$ cat config.mk
export PLATFORM = sky130hd
export DESIGN_NAME = hdlcam_core
export DESIGN_NICKNAME = d
export VERILOG_FILES = /design/src/pkg/hdlcam_pkg.sv /design/src/core/hdlcam_core.sv
export SDC_FILE = /design/constraint.sdc
export NUM_CORES = 1
export LEC_CHECK = 0
export BUFFER_PORTS_ARGS = -buffer_cell sky130_fd_sc_hd__buf_4
export CORE_ASPECT_RATIO = 2
export CORE_MARGIN = 1
export CORE_UTILIZATION = 35
export CTS_BUF_LIST = sky130_fd_sc_hd__clkbuf_16
export CTS_CLUSTER_DIAMETER = 120
export DETAILED_ROUTE_END_ITERATION = 12
export GPL_TIMING_DRIVEN = 0
export HOLD_SLACK_MARGIN = 0.1
export REMOVE_ABC_BUFFERS = 1
export SETUP_SLACK_MARGIN = 0.5
export SLEW_MARGIN = 0
export SYNTH_ARGS = -nofsm -noshare
export SYNTH_HDL_FRONTEND = slang
export SYNTH_SLANG_ARGS = --single-unit
$ cat constraint.sdc
create_clock -name aclk -period 2.94 [get_ports aclk]
set_clock_uncertainty 0.1 [all_clocks]
set_input_delay 0.735 -clock aclk [delete_from_list [all_inputs] [get_ports aclk]]
set_output_delay 0.735 -clock aclk [all_outputs]
set_load 0.02 [all_outputs]
$ cat src/pkg/hdlcam_pkg.sv
`default_nettype none
package hdlcam_pkg;
  // ---------------------------------------------------------------
  // register indices (byte address is four times the index)
  // ---------------------------------------------------------------
  localparam logic [5:0] IDX_MODE = 6'h22;
  localparam logic [5:0] IDX_HIGH_MATCH_FIRST = 6'h26;
  localparam logic [5:0] IDX_HIGH_MATCH_SECOND = 6'h27;
  localparam logic [5:0] IDX_LOW_MATCH_FIRST = 6'h28;
  localparam logic [5:0] IDX_CTRL = 6'h29;
  localparam logic [5:0] IDX_LENL = 6'h2a;
  localparam logic [5:0] IDX_LENH = 6'h2b;
  localparam logic [5:0] IDX_AMH = 6'h30;
  localparam logic [5:0] IDX_AML = 6'h31;
  localparam logic [5:0] IDX_STAT = 6'h32;
  // ---------------------------------------------------------------
  // field positions and reset values
  // ---------------------------------------------------------------
  localparam int MODE_OPS_HI = 7;
  localparam int MODE_OPS_LO = 6;
  localparam int MODE_ADM = 5;
  localparam int MODE_RAC = 3;
  localparam int HIGH_MATCH_FIRST_CRI = 1;
  localparam int HIGH_MATCH_SECOND_MCS = 1;
  localparam int TX_LENGTH_HIGH_DMA = 7;
  localparam int TX_LENGTH_HIGH_NRM = 6;
  localparam int TX_LENGTH_HIGH_CAS = 5;
  localparam int TX_LENGTH_HIGH_XC = 4;
  localparam int STAT_GPIN = 5;
  localparam int STAT_RXEN = 4;
  localparam int STAT_LA = 3;
  localparam int STAT_CMD = 2;
  localparam logic [7:0] REG_RST = 8'h00;
  localparam logic [7:0] HIGH_BCAST = 8'hfc;
  localparam logic [7:0] HIGH_CARE = 8'hfc;
  localparam logic [7:0] LOW_CARE = 8'hff;
  localparam logic [12:0] LEN_RST = 13'h0000;
  localparam logic [2:0] CLK_MODE_A = 3'h1;
  localparam logic [2:0] CLK_MODE_B = 3'h5;
  localparam logic [1:0] RESP_OKAY = 2'b00;
  localparam logic [1:0] RESP_SLVERR = 2'b10;
  // ---------------------------------------------------------------
  // types
  // ---------------------------------------------------------------
  typedef enum logic [1:0] {
    OP_AUTO = 2'b00,
    OP_NONAUTO = 2'b01,
    OP_TRANSP = 2'b10,
    OP_EXT = 2'b11
  } hdlcam_op_e;
  typedef enum logic [1:0] {
    TX_IDLE = 2'b01,
    TX_REQ = 2'b10
  } hdlcam_tx_e;
  typedef struct packed {
    logic start;
    logic valid;
    logic last;
    logic [7:0] data;
  } hdlcam_rx_s;
endpackage
`default_nettype wire

$ cat src/core/hdlcam_core.sv
// Overview of operation
// RULE1: high address byte compared against both programmed high match values.
// RULE2: mask bits exclude address bits from high and low comparisons.
// RULE3: interpretation bit 1 reports C/R 0 as command; bit 0 reverses.
// RULE4: software sets first high register to zero in auto one-byte mode.
// RULE5: modulo select picks one-byte modulo 8 or two-byte modulo 128 control.
// RULE6: first low match register write-only in auto and non-auto modes.
// RULE7: second low match register is second low address or response address.
// RULE8: transparent mode 1 reads byte after high address; writes ignored.
// RULE9: transparent mode 0 reads first byte after flag; writes ignored.
// RULE10: extended transparent reads byte being assembled from receive pin.
// RULE11: control field of last frame captured and written into receive queue.
// RULE12: supervisory frames in auto mode handled inside, not passed to host.
// RULE13: modulo 128 unnumbered frames keep control field as in modulo 8.
// RULE14: modulo 128 information frames stored compressed, bit 0 cleared.
// RULE15: received length 1..4095 reported as 12 bits over two registers.
// RULE16: low five count bits give valid bytes held in receive queue.
// RULE17: count overflow flag set when frame exceeds 4095 bytes.
// RULE18: DMA transmit requests programmed count plus one transfers after command.
// RULE19: transfer mode bit picks interrupt or DMA; reads back with HALF_DUPLEX_RESPONSE, CAS.
// RULE20: response mode bit picks full duplex or half-duplex normal response.
// RULE21: carrier auto start lets carrier enable receiver; else general input.
// RULE22: continuous transmit in DMA mode requests without limit.
// RULE23: operating select encodes auto, non-auto, transparent, extended transparent.
// RULE24: address length select picks 8-bit or 16-bit address field.
`default_nettype none
module hdlcam_core (
  input wire logic aclk,
  input wire logic aresetn,
  input wire logic awvalid,
  output logic awready,
  input wire logic [7:0] awaddr,
  input wire logic wvalid,
  output logic wready,
  input wire logic [31:0] wdata,
  input wire logic [3:0] wstrb,
  output logic bvalid,
  input wire logic bready,
  output logic [1:0] bresp,
  input wire logic arvalid,
  output logic arready,
  input wire logic [7:0] araddr,
  output logic rvalid,
  input wire logic rready,
  output logic [31:0] rdata,
  output logic [1:0] rresp,
  input wire hdlcam_pkg::hdlcam_rx_s rx_in,
  input wire logic rxd_bit,
  input wire logic rxd_strobe,
  input wire logic carrier_sense_pin,
  input wire logic [2:0] clock_mode,
  input wire logic tx_info_frame_cmd,
  input wire logic tx_transparent_frame_cmd,
  input wire logic dma_ack,
  output logic dma_req,
  output logic receiver_enable,
  output logic half_duplex_response,
  output logic rx_frame_end_event,
  output logic sup_frame_event,
  output logic rx_queue_wr,
  output logic [7:0] rx_queue_data
);
  import hdlcam_pkg::*;

  // ---------------------------------------------------------------
  // helpers
  // ---------------------------------------------------------------
  function automatic logic fld_match(input logic [7:0] rx, input logic [7:0] ref_v,
                                     input logic [7:0] mask, input logic [7:0] care);
    return (((rx ^ ref_v) & ~mask & care) == 8'h00);
  endfunction

  function automatic logic [7:0] compress_ctrl(input logic [7:0] c0, input logic [7:0] c1);
    return {c1[3:1], c1[0], c0[3:1], 1'b0};
  endfunction

  // ---------------------------------------------------------------
  // register state
  // ---------------------------------------------------------------
  logic [7:0] mode_reg, high_match_first_reg, high_match_second_reg, low_match_first_reg, low_match_second_reg, amh_reg, aml_reg;
  logic [7:0] tx_length_low_reg, tx_length_high_reg, ctrl_reg, low_match_first_rx_reg, ext_shift_reg;
  logic [7:0] c0_reg, c1_reg;
  logic [12:0] len_reg;
  logic [11:0] rbc_reg;
  logic ov_reg, in_frame_reg, high_ok_reg, low_ok_reg, la_reg, cmd_reg;
  logic [1:0] ha_reg;
  logic [2:0] bidx_reg;
  hdlcam_op_e op;
  logic addr_length_select, modulo_select, cmd_resp_invert, dma_mode, endless, cas, gp_in;
  logic has_high, has_low, two_ctrl;
  logic [2:0] low_pos, ctrl_pos, cap_pos;
  logic byte_in, frame_end, sframe, accepted;
  logic [7:0] ctrl_val, rx_d;

  assign op = hdlcam_op_e'(mode_reg[MODE_OPS_HI:MODE_OPS_LO]); // see RULE23
  assign addr_length_select = mode_reg[MODE_ADM];
  assign modulo_select = high_match_second_reg[HIGH_MATCH_SECOND_MCS];
  assign cmd_resp_invert = high_match_first_reg[HIGH_MATCH_FIRST_CRI];
  assign dma_mode = tx_length_high_reg[TX_LENGTH_HIGH_DMA]; // see RULE19
  assign endless = dma_mode && tx_length_high_reg[TX_LENGTH_HIGH_XC]; // see RULE22
  assign cas = tx_length_high_reg[TX_LENGTH_HIGH_CAS];
  assign half_duplex_response = (op == OP_AUTO) && tx_length_high_reg[TX_LENGTH_HIGH_NRM]; // see RULE20
  assign rx_d = rx_in.data;

  // ---------------------------------------------------------------
  // frame field layout per mode
  // ---------------------------------------------------------------
  always_comb begin
    has_low = (op == OP_AUTO) || (op == OP_NONAUTO);
    has_high = (has_low || (op == OP_TRANSP)) && addr_length_select; // see RULE24
    low_pos = addr_length_select ? 3'h1 : 3'h0;
    cap_pos = addr_length_select ? 3'h1 : 3'h0;
    if (has_low) begin
      ctrl_pos = addr_length_select ? 3'h2 : 3'h1;
    end else begin
      ctrl_pos = addr_length_select ? 3'h2 : 3'h1;
    end
    two_ctrl = (op == OP_AUTO) && modulo_select; // see RULE5
  end

  assign byte_in = rx_in.valid && in_frame_reg && (op != OP_EXT);
  assign frame_end = rx_in.last && in_frame_reg && (op != OP_EXT);
  assign sframe = (op == OP_AUTO) && (c0_reg[1:0] == 2'b01);
  assign accepted = high_ok_reg && low_ok_reg;
  // compressed form only for information frames
  assign ctrl_val = (two_ctrl && !c0_reg[0]) ? compress_ctrl(c0_reg, c1_reg) // see RULE14
                                             : c0_reg; // see RULE13

  // ---------------------------------------------------------------
  // receive address recognition and capture
  // ---------------------------------------------------------------
  always_ff @(posedge aclk) begin
    if (!aresetn) begin
      in_frame_reg <= 1'b0;
      bidx_reg <= 3'h0;
      high_ok_reg <= 1'b0;
      low_ok_reg <= 1'b0;
      ha_reg <= 2'b11;
      la_reg <= 1'b0;
      cmd_reg <= 1'b0;
      c0_reg <= REG_RST;
      c1_reg <= REG_RST;
      low_match_first_rx_reg <= REG_RST;
    end else if (rx_in.start && (op != OP_EXT)) begin
      in_frame_reg <= 1'b1;
      bidx_reg <= 3'h0;
      high_ok_reg <= 1'b1;
      low_ok_reg <= 1'b1;
    end else begin
      if (frame_end) begin
        in_frame_reg <= 1'b0;
      end
      if (byte_in) begin
        if (bidx_reg != 3'h7) begin
          bidx_reg <= bidx_reg + 3'h1;
        end
        if (has_high && (bidx_reg == 3'h0)) begin
          cmd_reg <= rx_d[1] ^ cmd_resp_invert; // see RULE3
          if (fld_match(rx_d, high_match_first_reg, amh_reg, HIGH_CARE)) begin // see RULE1, RULE2
            ha_reg <= 2'b10;
          end else if (fld_match(rx_d, high_match_second_reg, amh_reg, HIGH_CARE)) begin // see RULE1
            ha_reg <= 2'b00;
          end else if (fld_match(rx_d, HIGH_BCAST, 8'h00, HIGH_CARE)) begin
            ha_reg <= 2'b01;
          end else begin
            ha_reg <= 2'b11;
            high_ok_reg <= 1'b0;
          end
        end
        if (has_low && (bidx_reg == low_pos)) begin
          if (fld_match(rx_d, low_match_first_reg, aml_reg, LOW_CARE)) begin // see RULE2, RULE6
            la_reg <= 1'b1;
          end else if (fld_match(rx_d, low_match_second_reg, aml_reg, LOW_CARE)) begin // see RULE7
            la_reg <= 1'b0;
          end else begin
            low_ok_reg <= 1'b0;
          end
        end
        if ((op == OP_TRANSP) && (bidx_reg == cap_pos)) begin
          low_match_first_rx_reg <= rx_d; // see RULE8, RULE9
        end
        if (bidx_reg == ctrl_pos) begin
          c0_reg <= rx_d;
        end
        if (two_ctrl && (bidx_reg == ctrl_pos + 3'h1)) begin
          c1_reg <= rx_d; // see RULE5
        end
      end
    end
  end

  // extended transparent: bits shift in lsb first, framing bypassed
  always_ff @(posedge aclk) begin
    if (!aresetn) begin
      ext_shift_reg <= REG_RST;
    end else if (rxd_strobe && (op == OP_EXT)) begin
      ext_shift_reg <= {rxd_bit, ext_shift_reg[7:1]}; // see RULE10
    end
  end

  // ---------------------------------------------------------------
  // byte count and end of frame
  // ---------------------------------------------------------------
  always_ff @(posedge aclk) begin
    if (!aresetn) begin
      len_reg <= LEN_RST;
      rbc_reg <= 12'h000;
      ov_reg <= 1'b0;
      ctrl_reg <= REG_RST;
      rx_frame_end_event <= 1'b0;
      sup_frame_event <= 1'b0;
      rx_queue_wr <= 1'b0;
      rx_queue_data <= REG_RST;
    end else begin
      rx_frame_end_event <= 1'b0;
      sup_frame_event <= 1'b0;
      rx_queue_wr <= 1'b0;
      if (rx_in.start && (op != OP_EXT)) begin
        len_reg <= LEN_RST;
      end else if (byte_in && !len_reg[12]) begin
        len_reg <= len_reg + 13'h0001;
      end
      if (frame_end && accepted) begin
        if (sframe) begin
          sup_frame_event <= 1'b1; // see RULE12
        end else begin
          rbc_reg <= len_reg[11:0]; // see RULE15, RULE16
          ov_reg <= len_reg[12]; // see RULE17
          ctrl_reg <= ctrl_val; // see RULE11
          rx_queue_wr <= 1'b1; // see RULE11
          rx_queue_data <= ctrl_val;
          rx_frame_end_event <= 1'b1;
        end
      end
    end
  end

  // ---------------------------------------------------------------
  // carrier auto start
  // ---------------------------------------------------------------
  assign receiver_enable = cas ? carrier_sense_pin : mode_reg[MODE_RAC]; // see RULE21
  assign gp_in = !cas && (clock_mode != CLK_MODE_A) && (clock_mode != CLK_MODE_B)
                 && carrier_sense_pin; // see RULE21

  // ---------------------------------------------------------------
  // transmit DMA request counting
  // ---------------------------------------------------------------
  hdlcam_tx_e tx_state;
  logic [12:0] remain_reg;

  always_ff @(posedge aclk) begin
    if (!aresetn) begin
      tx_state <= TX_IDLE;
      remain_reg <= LEN_RST;
    end else begin
      case (tx_state)
        TX_IDLE: begin
          if ((tx_info_frame_cmd || tx_transparent_frame_cmd) && dma_mode) begin
            remain_reg <= {1'b0, tx_length_high_reg[3:0], tx_length_low_reg} + 13'h0001; // see RULE18
            tx_state <= TX_REQ;
          end
        end
        TX_REQ: begin
          if (!dma_mode) begin
            tx_state <= TX_IDLE;
          end else if (dma_ack && !endless) begin // see RULE22
            remain_reg <= remain_reg - 13'h0001;
            if (remain_reg == 13'h0001) begin
              tx_state <= TX_IDLE; // see RULE18
            end
          end
        end
        default: begin
          tx_state <= TX_IDLE;
        end
      endcase
    end
  end

  assign dma_req = (tx_state == TX_REQ);

  // ---------------------------------------------------------------
  // AXI4-Lite write
  // ---------------------------------------------------------------
  logic aw_held_reg, w_held_reg, wr_en;
  logic [7:0] awaddr_reg, wbyte_reg;
  logic wstrb0_reg;
  logic [5:0] wr_idx;
  logic wr_map, low_match_first_wr;

  assign awready = !aw_held_reg && !bvalid;
  assign wready = !w_held_reg && !bvalid;
  assign wr_en = aw_held_reg && w_held_reg && !bvalid;
  assign wr_idx = awaddr_reg[7:2];
  assign low_match_first_wr = (op == OP_AUTO) || (op == OP_NONAUTO); // see RULE8, RULE9, RULE10

  always_comb begin
    case (wr_idx)
      IDX_MODE, IDX_HIGH_MATCH_FIRST, IDX_HIGH_MATCH_SECOND, IDX_LOW_MATCH_FIRST, IDX_CTRL, IDX_LENL, IDX_LENH,
      IDX_AMH, IDX_AML, IDX_STAT: wr_map = (awaddr_reg[1:0] == 2'b00);
      default: wr_map = 1'b0;
    endcase
  end

  always_ff @(posedge aclk) begin
    if (!aresetn) begin
      aw_held_reg <= 1'b0;
      w_held_reg <= 1'b0;
      awaddr_reg <= 8'h00;
      wbyte_reg <= 8'h00;
      wstrb0_reg <= 1'b0;
      bvalid <= 1'b0;
      bresp <= RESP_OKAY;
    end else begin
      if (awvalid && awready) begin
        aw_held_reg <= 1'b1;
        awaddr_reg <= awaddr;
      end
      if (wvalid && wready) begin
        w_held_reg <= 1'b1;
        wbyte_reg <= wdata[7:0];
        wstrb0_reg <= wstrb[0];
      end
      if (wr_en) begin
        aw_held_reg <= 1'b0;
        w_held_reg <= 1'b0;
        bvalid <= 1'b1;
        bresp <= wr_map ? RESP_OKAY : RESP_SLVERR;
      end else if (bvalid && bready) begin
        bvalid <= 1'b0;
      end
    end
  end

  always_ff @(posedge aclk) begin
    if (!aresetn) begin
      mode_reg <= REG_RST;
      high_match_first_reg <= REG_RST;
      high_match_second_reg <= REG_RST;
      low_match_first_reg <= REG_RST;
      low_match_second_reg <= REG_RST;
      amh_reg <= REG_RST;
      aml_reg <= REG_RST;
      tx_length_low_reg <= REG_RST;
      tx_length_high_reg <= REG_RST;
    end else if (wr_en && wr_map && wstrb0_reg) begin
      case (wr_idx)
        IDX_MODE: mode_reg <= wbyte_reg;
        IDX_HIGH_MATCH_FIRST: high_match_first_reg <= wbyte_reg; // see RULE4
        IDX_HIGH_MATCH_SECOND: high_match_second_reg <= wbyte_reg;
        IDX_LOW_MATCH_FIRST: begin
          if (low_match_first_wr) begin
            low_match_first_reg <= wbyte_reg; // see RULE6
          end
        end
        IDX_CTRL: low_match_second_reg <= wbyte_reg; // see RULE7
        IDX_LENL: tx_length_low_reg <= wbyte_reg;
        IDX_LENH: tx_length_high_reg <= wbyte_reg;
        IDX_AMH: amh_reg <= wbyte_reg;
        IDX_AML: aml_reg <= wbyte_reg;
        default: begin
        end
      endcase
    end
  end

  // ---------------------------------------------------------------
  // AXI4-Lite read
  // ---------------------------------------------------------------
  logic [7:0] rd_val;
  logic rd_map;

  assign arready = !rvalid;

  always_comb begin
    rd_val = 8'h00;
    rd_map = (araddr[1:0] == 2'b00);
    case (araddr[7:2])
      IDX_MODE: rd_val = mode_reg;
      IDX_HIGH_MATCH_FIRST, IDX_HIGH_MATCH_SECOND: rd_val = 8'h00;
      IDX_LOW_MATCH_FIRST: begin
        if (op == OP_EXT) begin
          rd_val = ext_shift_reg; // see RULE10
        end else if (op == OP_TRANSP) begin
          rd_val = low_match_first_rx_reg; // see RULE8, RULE9
        end else begin
          rd_val = 8'h00; // see RULE6
        end
      end
      IDX_CTRL: rd_val = ctrl_reg;
      IDX_LENL: rd_val = rbc_reg[7:0]; // see RULE15
      IDX_LENH: rd_val = {tx_length_high_reg[7:5], ov_reg, rbc_reg[11:8]}; // see RULE19
      IDX_AMH: rd_val = amh_reg;
      IDX_AML: rd_val = aml_reg;
      IDX_STAT: begin
        rd_val[STAT_GPIN] = gp_in;
        rd_val[STAT_RXEN] = receiver_enable;
        rd_val[STAT_LA] = la_reg;
        rd_val[STAT_CMD] = cmd_reg;
        rd_val[1:0] = ha_reg;
      end
      default: rd_map = 1'b0;
    endcase
  end

  always_ff @(posedge aclk) begin
    if (!aresetn) begin
      rvalid <= 1'b0;
      rdata <= 32'h0000_0000;
      rresp <= RESP_OKAY;
    end else if (arvalid && arready) begin
      rvalid <= 1'b1;
      rdata <= {24'h00_0000, rd_map ? rd_val : 8'h00};
      rresp <= rd_map ? RESP_OKAY : RESP_SLVERR;
    end else if (rvalid && rready) begin
      rvalid <= 1'b0;
    end
  end
endmodule // hdlcam_core
`default_nettype wire

==> results.ini, run 1 <==
[floorplan]
design.die.area_um2=26700
die_height_um=230
num_rows=83
core_area_um2=25500
start_util_pct=35.6
ioPinCount=134
die_x_um=116

[yosys]
syn-cell-area_um2=9090
synth_top_area_share_pct=41.8
async_flop_share_pct=0
synth_edf_count=0
synth_xor_area_share_pct=4.91
yosys.area_share.simple_pct=20.0
ys_dominant_reg_cell=dfxtp_1
synth_top_family_by_area=simple AND/OR/NAND/NOR gates
syn_avg_cell_area_um2=8.98
ys_types=74
synth_area_leaders=dfxtp_1 42%, mux2i_1 14%, nor2_1 6.8%, xnor2_1 4.2%, nand2_1 3.2%
synthMuxAreaShare_pct=14.7
synth.yosys.warnings=0
yosys.area.top_type=dfxtp_1
syn_inst=1013
synth_seq_cells=190
synth_compound_area_share_pct=11.7
synthAdderAreaFrac_pct=0.963
ys_seq_area_share_pct=41.8

[drt]
wl_per_cell_um=16.7
firstDrtPassIters=7
vias=7107
wirelength_mm=23.3
drc=0
ant_nets=0
drt-initial-drc-count=338
viasPerCell=5.07

[grt]
track_usage_pct=18.3
gr-total-overflow=0
antenna_found_initial=0
grt_max_degree=124
grt_pass1_wl_mm=37.0
grt_pass1_vias=6859

[timing]
worst_pin_slew_ns=0.875
min_period_over_period_pct=80.9
fin_ws_ns=0.562
rsz0062_at_grt=false
fin_crit_ns=2.38
finalMaxSlewViolations=0
max_clock_freq_mhz=421
relSlewSlack_pct=41.4
setup_tns_ns=0
hold_viol=0
setup_viol=0

[job]
maxCapViolations=0

[worst_setup_path]
regToRegSetupSlack_ns=0.60
end_kind=output pin
reg2regPathDepth=5
crit_arrival_ns=1.54
cp-start-kind=register
crit_type=reg -> out
path_max_fanout=11
worst_ep_required_time_ns=2.11
r2r-end=rdata[3]
r2r_start=mode_reg[6]

[power_and_ir_drop]
vdd_drop_max_mv=0.371
power_per_cell_area_nw_per_um2=486
p_leak_nw=3.76

[place]
gp_congestion=0.809
dpl_cell_area_um2=9770
dp_hpwl_mm=17.4
dp_cells=1369
place_ws_ns=-0.132
portBuffers=79

[cts]
cts_max_level=4
cts_tree=done
clock_path_buffers=2
cts.sinks=190
ctsHoldBuffers=0
clock-root-buffer=clkbuf_16
clock_latency_ns=0.44
path_clk_slew_ns=0.06
numCtsBuffers=17

[worst_hold_path]
hold_depth=2
whs_endpoint=tx_length_high_reg[4]
hold_start=tx_length_high_reg[4]
hold_path.class=reg -> reg

[final_layout]
seq_area_um2=3810
nNetsFinal=1136
nFillCells=2644
areaGrowthSynthToFinish_pct=13.3
drive_gt1_share_pct=13.9
finalInstanceArea_um2=10300
fin_cells=1401
diodes=0
multiInputGateArea_um2=4870
fin_util_pct=40.3

[outcome]
status=completed

[per-layer routing]
metal	part of all wire [%]	track usage, %
met5	0	0
met2	55	34.4
met3	2.8	3.14
met1	39	19.1
met4	3.2	7.97
[kinds of logic after synthesis]
kind of cell             Yosys count
adder cells (fa/ha/maj)            7
AO/OA/AOI/OAI                    163
multiplexers                     132
AND/OR/NAND/NOR                  364
XOR/XNOR                          51
buffers and inverters            105
other                              1
flip-flops                       190
[worst max-delay path, stage by stage (launching register included)]
cell and delay, ns:
dfxtp_2 0.58, nor2_1 0.13, and2_1 0.22, buf_4 0.17
[cell type report]
type / count / area share [%]
Clock inverter: 13 / 0.631
Clock buffer: 17 / 4.13
Inverter: 16 / 0.668
Tap cell: 340 / 4.13
Timing Repair Buffer: 82 / 6.17
Multi-Input combinational cell: 743 / 47.3
Sequential cell: 190 / 37.0
[report_power, final]
group	leakage (nW)	switching [mW]	internal, mW
Clock	0.254	0.963	1.04
Sequential	1.54	0.0521	2.60
Combinational	1.97	0.212	0.138
Total	3.76	1.23	3.78
[worst max-delay path by stage]
stage / cells past startpoint / from / slack (ns) / to
after floorplan: 3 / aresetn / -1.04 / rdata[0]
after global placement: 4 / aresetn / -3.07 / rdata[3]
after detailed placement: 6 / araddr[3] / -0.13 / rdata[7]
after CTS: 3 / tx_state[0] / 0.35 / dma_req
after global routing: 3 / mode_reg[7] / 0.51 / half_duplex_response
final: 3 / mode_reg[7] / 0.56 / half_duplex_response
[layout by cell type (no fill, tap or decap), types with 5 or more instances in the layout]
cell type	n
o21ai_0	30
o22ai_1	18
a2bb2oi_1	5
mux2_2	6
nor2b_1	7
buf_4	81
nand3_1	16
a31oi_1	7
xor2_1	7
and2_1	6
nor2_1	164
nor3_1	18
xnor2_1	44
clkbuf_16	17
conb_1	26
nand4_1	7
mux2i_1	123
a211oi_1	5
ha_1	7
a22o_1	7
a21oi_1	54
nand2b_1	8
nand2_1	77
dfxtp_1	188
inv_1	19
or3_1	5
nor4_1	7
a222oi_1	8
[cell usage after synthesis, drive strengths merged (4+ instances only)]
library cell  number
nor4               8
nand2             77
a222oi             8
nand2b             9
o21a               4
nor4b              4
a211oi             5
nor3b              8
a22o               7
o21ai             30
inv               16
a2bb2oi            5
nor2b              8
xnor2             44
nand3             16
and2               6
dfxtp            190
and4               4
a21oi             54
buf               44
nand4             10
ha                 7
nor3              20
nor2             170
o22ai             18
a31oi              7
xor2               7
o211ai             4
mux2               9
mux2i            123
or3                5
clkbuf            45
[per-stage QoR]
| stage | hold WS (ns) | total power [mW] |
|---|---|---|
| final | 0.358 | 5.01 |
| after global routing | 0.389 | 5.19 |
| after global placement | 0.342 | 3.06 |
| after CTS | 0.360 | 5.06 |
| after detailed placement | 0.352 | 3.06 |
| after floorplan | 0.332 | 2.89 |
[repair_timing]
| item | CTS | global route |
|---|---|---|
| gates resized for setup | 6 | 2 |
| setup buffers | 0 | 2 |
| pin swaps | 0 | 0 |
| endpoints found under the setup margin | 46 | 3 |
Power figures use the tool's default switching activity.
==> run 2: changes to the inputs <==
Clock period 2.94 ns to 2.2 ns, I/O delays scaled along.
==> run 2 against run 1 <==
Compared with the run above: cell area up 14%; core utilization grew 5.8 points; largest cell class unchanged; wire length grew 10%; sequential share of layout area is 4.3 points lower.
==> results.ini, run 2 (synthesis results as in run 1) <==
[power_and_ir_drop]
p_int_mw=5.11  ; +35%
pwr-share-clk_pct=39.6  ; -0.5 points
p_sw_share_pct=24.9  ; +0.42 points
p_comb_share_pct=8.2  ; +1.2 points
p_leak_nw=4.46  ; +19%
vdd_drop_max_mv=0.497  ; +34%
p_sw_mw=1.70  ; +38%
total_power_mw=6.81  ; +36%
seqPwrFrac_pct=52.2  ; -0.8 points
power_per_cell_area_nw_per_um2=578  ; +19%

[timing]
hold_viol=0  ; unchanged
relSlewSlack_pct=52.7  ; +11 points
whs_ns=0.249  ; -0.109 ns
finalMaxSlewViolations=0  ; unchanged
fin_crit_ns=2.17
worst_pin_slew_ns=0.703  ; -0.173 ns
fin_ws_ns=0.0293  ; -0.533 ns
max_clock_freq_mhz=461
setup_viol=0  ; unchanged
rsz0062_at_grt=true
min_period_over_period_pct=98.7

[cts]
cts.sinks=190  ; unchanged
cts_tree=done
numCtsBuffers=17  ; unchanged
cts_max_level=4  ; unchanged
clock_path_buffers=2  ; unchanged
ctsHoldBuffers=0  ; unchanged
clock-root-buffer=clkbuf_16
clock_latency_ns=0.44  ; about the same
path_clk_slew_ns=0.07  ; about the same

[drt]
ant_nets=0  ; unchanged
firstDrtPassIters=5  ; -2
drt-initial-drc-count=352  ; +4.1%
wirelength_mm=25.8  ; +10%
viasPerCell=5.12  ; +0.98%
drc=0  ; unchanged
vias=7581  ; +6.7%
wl_per_cell_um=17.4  ; +4.6%

[floorplan]
design.die.area_um2=26700  ; unchanged
num_rows=83  ; unchanged
die_height_um=230  ; unchanged
ioPinCount=134  ; unchanged
core_area_um2=25500  ; unchanged
die_x_um=116  ; unchanged
start_util_pct=35.6  ; unchanged

[final_layout]
final_common_cell=dfxtp_1
nFillCells=2480  ; -6.2%
fin_util_pct=46.1  ; +5.8 points
finalInstanceArea_um2=11800  ; +14%
areaGrowthSynthToFinish_pct=29.6
diodes=0  ; unchanged
drive_gt1_share_pct=28.5  ; +15 points
nNetsFinal=1215  ; +7.0%
seq_area_um2=3840  ; +0.95%
multiInputGateArea_um2=5460  ; +12%
layout_common_cells=169 x dfxtp_1, 152 x nor2_1, 122 x mux2i_1

[grt]
track_usage_pct=19.3  ; +1.0 points
antenna_found_initial=0  ; unchanged
gr-total-overflow=0  ; unchanged
grt_pass1_wl_mm=39.0  ; +5.5%
grt_max_degree=124  ; unchanged
grt_pass1_vias=7290  ; +6.3%

[worst_setup_path]
reg2regPathDepth=5  ; unchanged
path_cells=mux2_4, a222oi_1, o22ai_1, a221o_1, a22o_1
cp.buffers_inverters=0  ; -1
cp_top_family=compound AO/OA/AOI/OAI gates
crit_arrival_ns=2.40  ; +0.86 ns
worst_ep_required_time_ns=2.43  ; +0.32 ns
path_max_fanout=6  ; -5
crit_type=reg -> reg
crit_start=mode_reg[6]
r2r_start=mode_reg[6]
regToRegSetupSlack_ns=0.03  ; -0.57 ns
cp_num_cells=5  ; +2
slowest_stage=a222oi_1
cp-start-kind=register
r2r-end=rdata[3]
slowest_delay_ns=0.59  ; about the same
end_kind=register
crit_end=rdata[3]

[job]
maxCapViolations=0  ; unchanged

[place]
dp_hpwl_mm=17.4  ; unchanged
place_ws_ns=-0.687  ; -0.555 ns
gp_congestion=0.809  ; unchanged
portBuffers=79  ; unchanged
dpl_cell_area_um2=9770  ; unchanged

[worst_hold_path]
hold_path.class=in -> reg

[outcome]
status=completed

run 2: layout make-up:
cell class | count | share of cell area [%]
timing repair buffer | 156 | 12.7
multi-input combinational | 748 | 46.3
tap | 340 | 3.61
inverter | 16 | 0.584
clock buffer | 17 | 3.61
sequential | 190 | 32.6
clock inverter | 13 | 0.552
run 2: power by group through the flow:
stage          combinational (mW)  sequential, mW  clock [mW]
6_report                    0.560            3.55        2.70
5_1_grt                     0.605            3.55        2.88
4_1_cts                     0.515            3.54        2.74
3_5_place_dp                0.469            3.62           0
3_3_place_gp                0.460            3.62           0
2_1_floorplan               0.257            3.60           0
run 2: worst min path at each step:
stage                          startpoint                    end  slack, ns  cells past startpoint
floorplan           tx_length_high_reg[4]  tx_length_high_reg[4]       0.33                      2
global placement    tx_length_high_reg[4]  tx_length_high_reg[4]       0.34                      2
detailed placement  tx_length_high_reg[4]  tx_length_high_reg[4]       0.35                      2
CTS                              wstrb[0]             wstrb0_reg       0.23                      3
global route                     wstrb[0]             wstrb0_reg       0.24                      3
finish                           wstrb[0]             wstrb0_reg       0.25                      3
run 2: worst min-delay path: stages:
cell and delay [ns]:
buf_4 0.08, mux2i_1 0.05, nor2_1 0.07
run 2: repair_timing:
item	CTS	global route
buffers inserted	41	34
pin swaps	41	60
resized for setup	103	99
gates cloned	4	2
setup endpoints to repair	185	170
run 2: metal layers:
metal  vias up  wire [um]  GRT usage (%)
met5         -          0              0
met4         0       1120           9.86
met3        51        712           3.14
met2       156      14200           36.1
met1      3654       9760           19.9
li1       3720          -              -
run 2: metrics by stage:
stage | setup TNS [ns] | instances
CTS | 0 | 1444
detailed placement | -19.71 | 1369
finish | 0 | 1480
floorplan | -158.90 | 949
global placement | -431.03 | 1368
global route | 0 | 1480
==> run 3: changes to the inputs <==
Settings changed: PLACE_DENSITY from default to 0.61, REMOVE_ABC_BUFFERS 1 to default, SKIP_LAST_GASP from default to 1.
==> run 3 against run 2 <==
Compared with the run above: total power is 8.2% higher; maximum frequency is 4.5% higher; sequential share of layout area is 2.1 points lower; register-to-register slack better by 0.09 ns; core utilization is 3.2 points higher; critical endpoint is now rdata[1]; largest cell class unchanged; highest routed layer unchanged.
==> results.ini, run 3 (synthesis results as in run 1) <==
[place]
gp_congestion=0.896  ; +11%
portBuffers=69  ; -13%
dp_hpwl_mm=21.5  ; +23%
dp_cells=1447  ; +5.7%

[drt]
wirelength_mm=29.4  ; +14%
vias=8083  ; +6.6%
viasPerCell=5.20  ; +1.5%
drt-initial-drc-count=450  ; +28%
wl_per_cell_um=18.9  ; +8.8%
drc=0  ; unchanged
ant_nets=0  ; unchanged
firstDrtPassIters=6  ; +1

[final_layout]
final_common_cell=dfxtp_1
fin_cells=1554  ; +5.0%
drive_gt1_share_pct=32.5  ; +4.0 points
layout_common_cells=166 x dfxtp_1, 151 x nor2_1, 126 x buf_4
multiInputGateArea_um2=5560  ; +1.9%
seq_area_um2=3850  ; about the same
areaGrowthSynthToFinish_pct=38.6
nNetsFinal=1287  ; +5.9%
nFillCells=2414  ; -2.7%
diodes=0  ; unchanged

[worst_hold_path]
hold_depth=3  ; unchanged
hold_path.class=in -> reg
hold_start=rxd_bit

[grt]
grt.met2_usage_pct=41.2  ; +5.1 points
grt_pass1_vias=7866  ; +7.9%
grt.busiest_layer=met2
gr-total-overflow=0  ; unchanged
antenna_found_initial=0  ; unchanged
grt_pass1_wl_mm=44.1  ; +13%
grtUsageMet1_pct=21.6  ; +1.7 points
met3_usage_pct=4.16  ; +1.0 points
grt_max_degree=18  ; -85%
track_usage_pct=22.4  ; +3.1 points

[worst_setup_path]
crit_start=mode_reg[6]
crit_type=reg -> reg
end_kind=register
cp-start-kind=register
r2r_start=mode_reg[6]
path_max_fanout=7  ; +1
worst_ep_required_time_ns=2.45  ; +0.02 ns
crit_arrival_ns=2.33  ; -0.07 ns
reg2regPathDepth=6  ; +1

[cts]
path_clk_slew_ns=0.07  ; about the same
clock_path_buffers=2  ; unchanged
cts_tree=done
ctsHoldBuffers=0  ; unchanged
cts.sinks=190  ; unchanged
cts_max_level=4  ; unchanged
clock-root-buffer=clkbuf_16
clock_latency_ns=0.46  ; +0.02 ns
numCtsBuffers=17  ; unchanged

[floorplan]
ioPinCount=134  ; unchanged
die_x_um=116  ; unchanged
core_area_um2=25500  ; unchanged
design.die.area_um2=26700  ; unchanged
die_height_um=230  ; unchanged
start_util_pct=35.6  ; unchanged
num_rows=83  ; unchanged

[timing]
whs_ns=0.225  ; -0.0236 ns
finalMaxSlewViolations=0  ; unchanged
setup_viol=0  ; unchanged
relSlewSlack_pct=44.2  ; -8.6 points
max_clock_freq_mhz=481  ; +4.5%
worst_pin_slew_ns=0.838  ; +0.135 ns
rsz0062_at_grt=true
fin_crit_ns=2.08  ; -0.0932 ns
hold_viol=0  ; unchanged
min_period_over_period_pct=94.4  ; -4.2 points

[power_and_ir_drop]
vdd_drop_max_mv=0.580  ; +17%
power_per_cell_area_nw_per_um2=584  ; +1.2%
p_leak_nw=4.87  ; +9.2%

[job]
maxCapViolations=0  ; unchanged

[outcome]
status=completed

[run 3: cell types whose count changed in the layout (fill, tap and decap cells not counted), moves of 4 or more]
cell | before | now
nand2_2 | 19 | 3
clkbuf_1 | 0 | 18
a21oi_2 | 10 | 17
nand2_4 | 2 | 15
buf_8 | 2 | 9
buf_4 | 105 | 126
buf_6 | 36 | 40
clkbuf_2 | 0 | 16
o21ai_0 | 27 | 19
a21oi_1 | 44 | 37
o21ai_1 | 3 | 10
inv_1 | 17 | 13
[run 3: report_power, final]
group          leakage, nW  switching [mW]  internal (mW)
clock network        0.277            1.47           1.69
registers             1.55          0.0347           3.47
logic                 3.04           0.404          0.297
total                 4.87            1.91           5.46
[run 3: worst max-delay path, stage by stage (launching register included)]
cell and delay, ns:
dfxtp_2 0.34, buf_8 0.13, mux2_4 0.32, a222oi_1 0.41
o22ai_1 0.16, a221o_1 0.32, a22o_1 0.18
[run 3: timing repair]
action,4_1_cts,5_1_grt
gates cloned,3,2
setup endpoints to repair,188,183
buffers inserted,50,20
gates resized for setup,118,152
pin swaps,37,54
[run 3: metal layers]
metal	share of wire, %	wire [um]
met3	4.4	1310
met5	0	0
met2	54	15800
met1	35	10200
met4	7.2	2130
[run 3: metrics by stage]
step / instance area [um^2] / power, mW / setup TNS (ns) / utilization [%] / setup slack (ns)
floorplan: 9410 / 3.97 / 0 / - / 0.348
finish: 12600 / 7.37 / 0 / 49.3 / 0.123
global placement: 10400 / 4.19 / -23.03 / 40.5 / -0.381
detailed placement: 10400 / 4.19 / -25.53 / 40.5 / -0.392
global route: 12600 / 7.58 / 0 / 49.3 / 0.107
CTS: 11900 / 7.35 / 0 / 46.6 / 0.116
[run 3: path summary, 6_finish.rpt]
path              slack, ns          endpoint
setup reg to reg       0.12          rdata[1]
hold reg to reg        0.37      in_frame_reg
hold / removal         0.23  ext_shift_reg[7]
setup / recovery       0.12          rdata[1]
[run 3: final cells by class]
| class | instances | area share [%] |
|---|---|---|
| inverter | 16 | 0.496 |
| sequential | 190 | 30.5 |
| multi-input combinational | 744 | 44.1 |
| clock inverter | 15 | 1.28 |
| tap | 340 | 3.38 |
| timing repair buffer | 143 | 11.0 |
| clock buffer | 17 | 3.38 |
| buffer | 89 | 5.77 |
